==> src/elt_regs.svh <==
/*
  Register map, field positions, reset values and timing counts of the
  edge-triggered limit one-shot timer.
  Assumes inclusion by bare name from the package and the design modules.
*/
`ifndef ELT_REGS_SVH
`define ELT_REGS_SVH

// =====================================================================
// Register byte offsets
// =====================================================================
`define ELT_CTRL_OFS       12'h000
`define ELT_PERIOD_OFS     12'h004
`define ELT_WIDTH_OFS      12'h008
`define ELT_COUNT_OFS      12'h00C
`define ELT_STATUS_OFS     12'h010

// =====================================================================
// Control fields
// =====================================================================
`define ELT_CTRL_EN_BIT    0
`define ELT_CTRL_MODE_LSB  8
`define ELT_CTRL_MODE_MSB  12

// =====================================================================
// Mode codes and reset values
// =====================================================================
`define ELT_MODE_RISE      5'h0C
`define ELT_MODE_FALL      5'h0D
`define ELT_MODE_RST       5'h0C
`define ELT_PERIOD_RST     8'hFF
`define ELT_WIDTH_RST      8'h80

// =====================================================================
// Timing: idle clocks between a reset edge and resumed counting
// =====================================================================
`define ELT_RESUME_CLKS    2'h2

`endif

==> src/elt_pkg.sv <==
/*
  Types shared by the one-shot timer modules.
  Assumes elt_regs.svh sits in the same folder.
*/
`include "elt_regs.svh"

package elt_pkg;
  // =====================================================================
  // Timer state and configuration carrier
  // =====================================================================
  typedef enum logic [1:0] {
    ELT_IDLE  = 2'b00,
    ELT_ARMED = 2'b01,
    ELT_HOLD  = 2'b10,
    ELT_RUN   = 2'b11
  } elt_state_t;

  typedef struct packed {
    logic       en;
    logic [4:0] mode;
    logic [7:0] period_value;
    logic [7:0] pulse_width_value;
  } elt_cfg_t;
endpackage

==> src/elt_apb_regs.sv <==
/*
  APB slave holding control, period and pulse-width registers.
  Zero wait states; unmapped addresses read zero and raise pslverr.
  Assumes the core reports its count and state and may clear enable.
*/
`timescale 1ns/1ps
`default_nettype none
`include "elt_regs.svh"

module elt_apb_regs
  import elt_pkg::*;
(
  // Clock and reset
  input  wire logic        pclk,
  input  wire logic        presetn,
  // APB
  input  wire logic        psel,
  input  wire logic        penable,
  input  wire logic        pwrite,
  input  wire logic [11:0] paddr,
  input  wire logic [31:0] pwdata,
  output logic      [31:0] prdata,
  output logic             pslverr,
  // Core side
  input  wire logic        en_clear,
  input  wire logic [7:0]  count,
  input  wire logic        drive,
  input  wire logic [1:0]  state,
  output var elt_cfg_t     cfg
);
  elt_cfg_t    cfg_r, cfg_nxt;
  logic [31:0] rd_nxt;
  logic        err_nxt;
  logic        wr;

  assign wr = psel & penable & pwrite;

  // Decode write and read; software set of enable beats a same-cycle clear
  always_comb begin
    cfg_nxt = cfg_r;
    rd_nxt  = 32'h0000_0000;
    err_nxt = 1'b0;
    if (en_clear) begin
      cfg_nxt.en = 1'b0;
    end
    unique case (paddr)
      `ELT_CTRL_OFS: begin
        rd_nxt = {19'h0, cfg_r.mode, 7'h0, cfg_r.en};
        if (wr) begin
          cfg_nxt.en   = pwdata[`ELT_CTRL_EN_BIT];
          cfg_nxt.mode = pwdata[`ELT_CTRL_MODE_MSB:`ELT_CTRL_MODE_LSB];
        end
      end
      `ELT_PERIOD_OFS: begin
        rd_nxt = {24'h0, cfg_r.period_value};
        if (wr) begin
          cfg_nxt.period_value = pwdata[7:0];
        end
      end
      `ELT_WIDTH_OFS: begin
        rd_nxt = {24'h0, cfg_r.pulse_width_value};
        if (wr) begin
          cfg_nxt.pulse_width_value = pwdata[7:0];
        end
      end
      `ELT_COUNT_OFS:  rd_nxt = {24'h0, count};
      `ELT_STATUS_OFS: rd_nxt = {29'h0, drive, state};
      default:         err_nxt = 1'b1;
    endcase
  end

  always_ff @(posedge pclk or negedge presetn) begin
    if (!presetn) begin
      cfg_r <= '{en: 1'b0, mode: `ELT_MODE_RST, period_value: `ELT_PERIOD_RST,
                 pulse_width_value: `ELT_WIDTH_RST};
    end else begin
      cfg_r <= cfg_nxt;
    end
  end

  assign cfg     = cfg_r;
  // Valid from the setup cycle, where the top level registers the answer
  assign prdata  = (psel & ~pwrite) ? rd_nxt : 32'h0000_0000;
  assign pslverr = psel & err_nxt;
endmodule // elt_apb_regs

`default_nettype wire

==> src/elt_edge_det.sv <==
/*
  Edge qualifier for the external trigger: one-cycle pulse on the edge
  selected by the mode code.
  Assumes the trigger input is already synchronous to pclk.
*/
`timescale 1ns/1ps
`default_nettype none
`include "elt_regs.svh"

module elt_edge_det
  import elt_pkg::*;
(
  // Clock and reset
  input  wire logic       pclk,
  input  wire logic       presetn,
  // Trigger and selection
  input  wire logic       trig_in,
  input  wire logic [4:0] mode,
  // Qualified edge
  output logic            edge_pulse
);
  logic trig_r;
  logic trig_nxt;

  // Previous trigger level
  always_comb begin
    trig_nxt = trig_in;
  end

  always_ff @(posedge pclk or negedge presetn) begin
    if (!presetn) begin
      trig_r <= 1'b0;
    end else begin
      trig_r <= trig_nxt;
    end
  end

  // Polarity chosen by mode; other codes give no edge
  always_comb begin
    unique case (mode)
      `ELT_MODE_RISE: edge_pulse = trig_in & ~trig_r;
      `ELT_MODE_FALL: edge_pulse = ~trig_in & trig_r;
      default:        edge_pulse = 1'b0;
    endcase
  end
endmodule // elt_edge_det

`default_nettype wire

==> src/elt_oneshot_timer.sv <==
/*
  Edge-triggered hardware-limit one-shot timer with pulse drive output.
  Assumes an APB master on pclk and a trigger synchronous to pclk.
*/
// Local design decisions: the register addresses and the APB interface to the registers.
// How it works
// - Enabled timer waits idle for first edge
// - Later edges reset; resume two clocks after
// - Mode 01100 rising, 01101 falling edges
// - Period match resets counter, clears enable
// - Edges ignored while enable is clear
// - Drive turns on at start and reset edges
// - Drive off at pulse-width match until next reset edge
`timescale 1ns/1ps
`default_nettype none
`include "elt_regs.svh"

module elt_oneshot_timer
  import elt_pkg::*;
(
  // Clock and reset
  input  wire logic        pclk,
  input  wire logic        presetn,
  // APB slave
  input  wire logic        psel,
  input  wire logic        penable,
  input  wire logic        pwrite,
  input  wire logic [11:0] paddr,
  input  wire logic [31:0] pwdata,
  output logic      [31:0] prdata,
  output logic             pready,
  output logic             pslverr,
  // External trigger and drive
  input  wire logic        trig_in,
  output logic             pwm_drive,
  output logic             running
);
  // =====================================================================
  // Registers and edge detection
  // =====================================================================
  elt_cfg_t    cfg;
  logic        edge_pulse;
  logic [31:0] rdata_w;
  logic        err_w;

  elt_state_t  state_r, state_nxt;
  logic [7:0]  count_r, count_nxt;
  logic [1:0]  hold_r, hold_nxt;
  logic        drive_r, drive_nxt;
  logic        en_clear;

  elt_apb_regs u_regs (
    .pclk     (pclk),
    .presetn  (presetn),
    .psel     (psel),
    .penable  (penable),
    .pwrite   (pwrite),
    .paddr    (paddr),
    .pwdata   (pwdata),
    .prdata   (rdata_w),
    .pslverr  (err_w),
    .en_clear (en_clear),
    .count    (count_r),
    .drive    (drive_r),
    .state    (state_r),
    .cfg      (cfg)
  );

  elt_edge_det u_edge (
    .pclk       (pclk),
    .presetn    (presetn),
    .trig_in    (trig_in),
    .mode       (cfg.mode),
    .edge_pulse (edge_pulse)
  );

  // =====================================================================
  // Timer state machine
  // =====================================================================
  // Edge checked before period match: a reset edge in the match cycle
  // still restarts, since only a match without an edge or a cleared enable ends the shot
  always_comb begin
    state_nxt = state_r;
    count_nxt = count_r;
    hold_nxt  = hold_r;
    drive_nxt = drive_r;
    en_clear  = 1'b0;
    unique case (state_r)
      ELT_IDLE: begin
        count_nxt = 8'h00;
        drive_nxt = 1'b0;
        if (cfg.en) begin
          state_nxt = ELT_ARMED;
        end
      end
      ELT_ARMED: begin
        if (!cfg.en) begin
          state_nxt = ELT_IDLE;
        end else if (edge_pulse) begin
          state_nxt = ELT_RUN;
          count_nxt = 8'h01;
          drive_nxt = 1'b1;
        end
      end
      ELT_HOLD, ELT_RUN: begin
        if (!cfg.en) begin
          state_nxt = ELT_IDLE;
          count_nxt = 8'h00;
          drive_nxt = 1'b0;
        end else if (edge_pulse) begin
          state_nxt = ELT_HOLD;
          count_nxt = 8'h00;
          hold_nxt  = `ELT_RESUME_CLKS - 2'h1;
          drive_nxt = 1'b1;
        end else if (state_r == ELT_HOLD) begin
          if (hold_r == 2'h0) begin
            state_nxt = ELT_RUN;
            count_nxt = 8'h01;
          end else begin
            hold_nxt = hold_r - 2'h1;
          end
        end else if (count_r == cfg.period_value) begin
          state_nxt = ELT_IDLE;
          count_nxt = 8'h00;
          drive_nxt = 1'b0;
          en_clear  = 1'b1;
        end else begin
          count_nxt = count_r + 8'h01;
          if (count_r == cfg.pulse_width_value) begin
            drive_nxt = 1'b0;
          end
        end
      end
    endcase
  end

  always_ff @(posedge pclk or negedge presetn) begin
    if (!presetn) begin
      state_r   <= ELT_IDLE;
      count_r   <= 8'h00;
      hold_r    <= 2'h0;
      drive_r   <= 1'b0;
      pwm_drive <= 1'b0;
      running   <= 1'b0;
    end else begin
      state_r   <= state_nxt;
      count_r   <= count_nxt;
      hold_r    <= hold_nxt;
      drive_r   <= drive_nxt;
      pwm_drive <= drive_nxt;
      running   <= (state_nxt == ELT_RUN) || (state_nxt == ELT_HOLD);
    end
  end

  // Zero wait state answer, registered outputs straight from flops
  always_ff @(posedge pclk or negedge presetn) begin
    if (!presetn) begin
      prdata  <= 32'h0000_0000;
      pslverr <= 1'b0;
      pready  <= 1'b0;
    end else begin
      prdata  <= (psel & ~penable) ? rdata_w : prdata;
      pslverr <= psel & ~penable & err_w;
      pready  <= psel & ~penable;
    end
  end

  // =====================================================================
  // Checks
  // =====================================================================
  chk_start_drive: assert property (@(posedge pclk) disable iff (!presetn)
    (state_r == ELT_ARMED && cfg.en && edge_pulse) |=> (drive_r && state_r == ELT_RUN))
    else $error("start edge did not start timer with drive on");
  chk_resume_two: assert property (@(posedge pclk) disable iff (!presetn)
    (state_r == ELT_RUN && cfg.en && edge_pulse) ##1 !edge_pulse[*2] |=> (count_r == 8'h01))
    else $error("count did not resume two clocks after reset edge");
  chk_period_stop: assert property (@(posedge pclk) disable iff (!presetn)
    (state_r == ELT_RUN && cfg.en && !edge_pulse && count_r == cfg.period_value)
    |=> (state_r == ELT_IDLE && count_r == 8'h00 && !cfg.en))
    else $error("period match did not stop timer");
  chk_width_off: assert property (@(posedge pclk) disable iff (!presetn)
    (state_r == ELT_RUN && cfg.en && !edge_pulse && count_r == cfg.pulse_width_value
     && count_r != cfg.period_value) |=> !drive_r)
    else $error("drive still on after pulse-width match");
  chk_idle_ignores: assert property (@(posedge pclk) disable iff (!presetn)
    (state_r == ELT_IDLE) |=> (count_r == 8'h00 && state_r != ELT_RUN))
    else $error("edge acted while disabled");
  chk_count_step: assert property (@(posedge pclk) disable iff (!presetn)
    (state_r == ELT_RUN && cfg.en && !edge_pulse && count_r != cfg.period_value)
    |=> count_r == $past(count_r) + 8'h01)
    else $error("counter did not advance by one");
  chk_armed_wait: assert property (@(posedge pclk) disable iff (!presetn)
    (state_r == ELT_ARMED && !edge_pulse) |=> (count_r == 8'h00 && !drive_r))
    else $error("counter moved before first edge");
  chk_edge_polar: assert property (@(posedge pclk) disable iff (!presetn)
    edge_pulse |-> ((cfg.mode == `ELT_MODE_RISE && trig_in) || (cfg.mode == `ELT_MODE_FALL && !trig_in)))
    else $error("edge of wrong polarity qualified");

  cov_one_shot: cover property (@(posedge pclk) disable iff (!presetn) en_clear);
  cov_retrigger: cover property (@(posedge pclk) disable iff (!presetn)
    state_r == ELT_RUN && edge_pulse);
  cov_fall_mode: cover property (@(posedge pclk) disable iff (!presetn)
    cfg.mode == `ELT_MODE_FALL && edge_pulse);
endmodule // elt_oneshot_timer

`default_nettype wire

==> config.mk <==
export PLATFORM = sky130hd
export DESIGN_NAME = elt_oneshot_timer
export DESIGN_NICKNAME = d
export VERILOG_FILES = /design/src/elt_pkg.sv /design/src/elt_apb_regs.sv /design/src/elt_edge_det.sv /design/src/elt_oneshot_timer.sv
export VERILOG_INCLUDE_DIRS = /design/src
export SDC_FILE = /design/constraint.sdc
export NUM_CORES = 1
export LEC_CHECK = 0
export BUFFER_PORTS_ARGS = -buffer_cell sky130_fd_sc_hd__buf_2
export CAP_MARGIN = 20
export CORE_MARGIN = 1.5
export CORE_UTILIZATION = 48
export CTS_CLUSTER_DIAMETER = 150
export DETAILED_ROUTE_END_ITERATION = 10
export GPL_TIMING_DRIVEN = 0
export PLACE_DENSITY = 0.75
export SLEW_MARGIN = 20
export SYNTH_ARGS = -nofsm -noshare
export SYNTH_HDL_FRONTEND = slang
export SYNTH_SLANG_ARGS = --single-unit
==> constraint.sdc <==
create_clock -name pclk -period 3.2 [get_ports pclk]
set_clock_uncertainty 0.2 [all_clocks]
set_input_delay 0.32 -clock pclk [delete_from_list [all_inputs] [get_ports pclk]]
set_output_delay 0.32 -clock pclk [all_outputs]
set_load 0.01 [all_outputs]
==> impl_metrics.json, run 1 <==
{
  "cp.arrival_ns": 2.43,
  "cts_tree": "built",
  "drv_slew": 0,
  "endpoint_kind": "flip-flop",
  "syn2layout_area_growth_pct": 17.6,
  "portBuffers": 46,
  "drt-initial-drc-count": 81,
  "grt_max_degree": 53,
  "rows": 27,
  "drc": 0,
  "cp-start-kind": "input pin",
  "ys_ff_latch": 52,
  "syn_area_per_cell_um2": 11.0,
  "dieArea_um2": 6380,
  "crit_required_ns": 3.18,
  "dr_total_vias": 2093,
  "antenna_found_initial": 0,
  "synth_common_cells": "41 x dfrtp_1, 26 x mux2_2, 20 x buf_4, 15 x nand2_1",
  "grt.total_usage": 0.183,
  "power.total_uw": 1130,
  "fp.dieH_um": 79.9,
  "detail-route-antenna-nets": 0,
  "grt_pass1_vias": 1895,
  "fmax_ghz": 0.408,
  "synthCells": 258,
  "via_per_inst": 5.18,
  "num_io_pins": 86,
  "slowest_delay_ns": 0.52,
  "status": "completed",
  "core_area_um2": 5610,
  "dp_hpwl_um": 4230,
  "p_leak_uw": 0.00164,
  "nets": 383,
  "tightest_slew_ns": 0.640,
  "clkLatencyLatePin_ns": 0.30,
  "setup_viol": 0,
  "synth_ff_type": "dfrtp_1",
  "die_w_um": 79.9,
  "path_cells": "dlygate4sd3_1 -> buf_2 -> or3b_1 -> a21oi_2 -> nor2_1 -> a22oi_4 -> a31oi_1",
  "drt_pass1_iterations": 4,
  "cts_max_level": 2,
  "period_needed_ns": 2.45,
  "finalSetupTns_ns": 0,
  "layout-drive-gt1-share": 0.377,
  "diodes": 0,
  "synthesis.area_um2": 2840,
  "worst-path-buf-inv": 2,
  "ys_warn_count": 0,
  "post_drt_wl_per_cell_um": 14.1,
  "finalCritPeriodShare": 0.766,
  "grt_pass1_wl_um": 8910,
  "synth_top_area_frac": 0.361,
  "hold_ws_ns": 0.0489,
  "gr-total-overflow": 0,
  "synthArstFlopShare": 1.00,
  "cts_root_buf": "clkbuf_8",
  "seq_area_frac_synth": 0.463,
  "nFillCells": 492,
  "yosysMostFrequentCell": "dfrtp_1",
  "p_per_area_nw_per_um2": 339,
  "maxCapViolations": 0,
  "synth_edf_count": 0,
  "yosysTopAreaCell": "dfrtp_1",
  "finalWirelength_um": 5690,
  "cts_max_path_buffers": 2,
  "crit_family": "compound AO/OA/AOI/OAI gates",
  "cts_setup_buffers": 0,
  "synth_area_leaders": "dfrtp_1 36%, mux2_2 10%, dfstp_2 10%, buf_4 5.3%, xnor2_1 2.8%",
  "cts_sinks": 52,
  "min_path_type": "input pin to flip-flop",
  "place.gp.congestion": 0.818,
  "initial_utilization": 0.506,
  "cp_slowest_cell": "dlygate4sd3_1",
  "rsz0062_at_grt": "false",
  "crit_fanout": 10,
  "cts_buffers": 5,
  "synth.distinct_cells": 51,
  "relSlewSlack": 0.573,
  "vdd_ir_drop_max_uv": 290,
  "critical_path_class": "input pin to flip-flop",
  "hold_viol": 0,
  "clkTransAtPathRegs_ns": 0.09
}
metrics by stage:
step | worst slack (ns) | instance area [µm²] | instances | utilization
floorplan | 1.21 | 2910 | 276 | -
global placement | 0.913 | 3230 | 394 | 0.575
detailed placement | 0.860 | 3230 | 394 | 0.576
CTS | 0.735 | 3340 | 404 | 0.595
global route | 0.634 | 3340 | 404 | 0.595
finish | 0.748 | 3340 | 404 | 0.595
final timing paths:
check	from	to	slack [ns]	cells after the start
hold reg to reg	prdata[4]	prdata[4]	0.28	2
max in group asynchronous	presetn	prdata[1]	1.99	2
min in group asynchronous	presetn	count_r[6]	0.39	2
hold / removal	pwdata[12]	u_regs.cfg[20]	0.05	2
setup reg to reg	u_regs.cfg[16]	count_r[6]	0.96	5
setup / recovery	trig_in	count_r[6]	0.75	7
routing by layer:
layer	part of all wire	track usage	wire length, µm
met1	0.47	0.248	2660
met2	0.48	0.287	2720
met3	0.047	0.0503	266
met4	0.0081	0.0534	46
met5	0	0	0
power by group:
group | internal (µW) | switching [µW] | total [µW] | leakage (µW)
Clock | 177 | 208 | 385 | 0.0000455
Combinational | 38.9 | 49.2 | 88.1 | 0.000913
Sequential | 660 | 0.824 | 660 | 0.000682
Total | 875 | 258 | 1130 | 0.00164
sequential cells by signal (all words and copies together) (netlist names):
register and flops:
pready 1, pslverr 1, count_r 8, drive_r 1, running 1, state_r 2, hold_r 2, u_regs.cfg 22
prdata 13, u_edge.trig_r 1
what timing repair did:
item / in CTS / in global routing
hold buffers: 2 / 0
resized for setup: 0 / 0
setup endpoints to repair: 0 / 0
hold endpoints to repair: 42 / 0
cell type report:
type                       instances  area (µm²)  area share
buffer                            32         201      0.0603
inverter                           7        26.3     0.00787
timing repair buffer              48         253      0.0757
multi-input combinational        185        1360       0.408
clock buffer                       8        90.1      0.0270
tap                               72        90.1      0.0270
sequential                        52        1320       0.394
logic make-up (layout without fill, tap and decap cells):
family / count (synthesis) / in the layout / synth area share
other: 1 / 19 / 0.00132
AND/OR/NAND/NOR: 63 / 63 / 0.129
XOR/XNOR: 17 / 17 / 0.0524
AO/OA/AOI/OAI: 53 / 53 / 0.140
multiplexers: 31 / 31 / 0.125
buffers and inverters: 39 / 95 / 0.0802
adder cells (fa/ha/maj): 2 / 2 / 0.00881
flip-flops: 52 / 52 / 0.463
cells in the final DEF, fill, tap and decap left out, types with 2 or more instances in the layout:
cell type,Yosys,routed
ha_1,2,2
nor2b_1,5,5
clkbuf_1,5,7
dfstp_2,11,11
buf_4,20,21
a31oi_1,6,6
nor3_1,2,2
clkbuf_8,0,6
buf_1,2,2
o21ai_0,11,11
a22oi_1,7,7
nor4_2,2,2
conb_1,1,19
xor2_1,8,8
dfrtp_1,41,41
dlygate4sd3_1,0,2
or2_2,2,2
nand2b_1,6,6
nor4_1,2,2
nor2_1,10,10
nand3_1,4,4
mux2_2,26,26
nand4_1,2,2
mux2i_1,4,4
xnor2_1,9,9
a22o_1,2,2
o22ai_1,2,2
inv_1,7,7
buf_2,4,49
and3_1,4,4
a32o_1,7,7
a21oi_1,9,9
nand2_1,15,15
(Power assumes the default switching activity.)
==> inputs of run 2 (changes only) <==
==> constraint.sdc (replaced) <==
create_clock -name pclk -period 2.3 [get_ports pclk]
set_clock_uncertainty 0.2 [all_clocks]
set_input_delay 0.23 -clock pclk [delete_from_list [all_inputs] [get_ports pclk]]
set_output_delay 0.23 -clock pclk [all_outputs]
set_load 0.01 [all_outputs]
==> run 2 against run 1 <==
Effect of this change:
- via count grew 2.8%
- clock-buffer cell count stayed put
- final cell count increased by 3.2%
- sequential share of layout area shrank 1.7 points
- total power increased by 41%
- critical endpoint is now u_regs.cfg[21]
- utilization up 2.7 points
==> impl_metrics.json, run 2 (same netlist as run 1, synthesis figures left out) <==
{
  "die_w_um": 79.9,
  "cts_setup_buffers": 0,
  "relSlewSlack": 0.576,
  "tightest_slew_ns": 0.636,
  "hold_viol": 0,
  "grt_pass1_vias": 1930,
  "vdd_ir_drop_max_uv": 407,
  "setup_viol": 0,
  "clkTransAtPathRegs_ns": 0.09,
  "dp_hpwl_um": 4230,
  "maxCapViolations": 0,
  "endpoint_kind": "flip-flop",
  "largest_reg_flops": 22,
  "drt-initial-drc-count": 98,
  "cp_slowest_cell": "dfrtp_1",
  "cp-start-kind": "flip-flop",
  "core_area_um2": 5610,
  "dr_total_vias": 2151,
  "layout_common_cells": "49 x buf_2, 41 x dfrtp_1, 26 x mux2_2, 20 x buf_4, 19 x conb_1",
  "path_cells": "xor2_1 -> nor4_2 -> nand3_1 -> nor4_1 -> nor2_1",
  "status": "completed",
  "grt_max_degree": 53,
  "crit_fanout": 7,
  "num_io_pins": 86,
  "r2r_slack_ns": 0.11,
  "fin_util": 0.622,
  "antenna_found_initial": 0,
  "layout-drive-gt1-share": 0.362,
  "cts_tree": "built",
  "initial_utilization": 0.506,
  "fmax_ghz": 0.456,
  "p_leak_uw": 0.00170,
  "crit_family": "simple AND/OR/NAND/NOR gates",
  "cts_max_level": 2,
  "clkLatencyLatePin_ns": 0.30,
  "post_drt_wl_per_cell_um": 14.1,
  "gr-total-overflow": 0,
  "diodes": 0,
  "nets": 396,
  "syn2layout_area_growth_pct": 22.9,
  "cp.arrival_ns": 2.19,
  "cts_sinks": 52,
  "grt.total_usage": 0.187,
  "drv_slew": 0,
  "finalCritPeriodShare": 0.953,
  "slowest_delay_ns": 0.50,
  "p_per_area_nw_per_um2": 457,
  "portBuffers": 46,
  "detail-route-antenna-nets": 0,
  "rsz0062_at_grt": "true",
  "period_needed_ns": 2.19,
  "worst-path-buf-inv": 0,
  "cts_buffers": 5,
  "drt_pass1_iterations": 4,
  "layout_commonest_cell": "buf_2",
  "critical_path_class": "flip-flop to flip-flop",
  "hold_ws_ns": 0.0921,
  "dieArea_um2": 6380,
  "place.gp.congestion": 0.818,
  "grt_pass1_wl_um": 9070,
  "rows": 27,
  "fp.dieH_um": 79.9,
  "cts_max_path_buffers": 2,
  "cts_root_buf": "clkbuf_8",
  "crit_required_ns": 2.29,
  "min_path_type": "input pin to flip-flop",
  "via_per_inst": 5.16,
  "finalWirelength_um": 5890,
  "drc": 0
}
==> run 2: worst paths after layout <==
check / from / to / depth (start not counted)
worst max-delay path: count_r[0] / u_regs.cfg[21] / 5
worst min-delay path: pwrite / prdata[0] / 3
worst max register to register: count_r[0] / u_regs.cfg[21] / 5
worst min register to register: prdata[4] / prdata[4] / 2
max in group asynchronous: presetn / prdata[1] / 2
min in group asynchronous: presetn / count_r[6] / 2
==> run 2: what timing repair did <==
action,in CTS,in global routing
gates resized for setup,0,3
hold buffers,15,0
endpoints found under the setup margin,0,8
hold endpoints to repair,63,0
==> run 2: power breakdown <==
| part | switching (µW) | internal [µW] | leakage, µW |
|---|---|---|---|
| Sequential | 1.14 | 918 | 0.000682 |
| Combinational | 71.5 | 68.5 | 0.000975 |
| Clock | 289 | 246 | 0.0000455 |
| Total | 361 | 1230 | 0.00170 |
==> run 2: worst min-delay path, delay by kind of cell <==
| kind | cells | cell delay (ns) |
|---|---|---|
| buf+inv | 1 | 0.08 |
| compound gates | 1 | 0.09 |
| simple gates | 1 | 0.15 |
==> run 2: layout make-up <==
cell class,count,area (µm²)
plain buffers,32,205
clock buffers,8,90.1
fillers,475,2120
inverters,7,26.3
multi-input cells,185,1380
flip-flops and latches,52,1320
well taps,72,90.1
repair buffers,61,383
==> run 2: metrics by stage <==
step	std cells	cell area [µm²]	setup WS, ns	TNS (ns)	power [µW]
global route	417	3490	-0.0217	-0.0217	1660
CTS	417	3470	0.0360	0	1600
global placement	394	3230	0.103	0	1050
detailed placement	394	3230	0.0394	0	1060
finish	417	3490	0.107	0	1590
floorplan	276	2910	0.323	0	1000
==> run 2: metal layers <==
layer	share of wire	wire length [µm]	track usage
met1	0.47	2760	0.249
met2	0.47	2780	0.297
met3	0.045	267	0.0503
met4	0.015	87	0.0534
met5	0	0	0
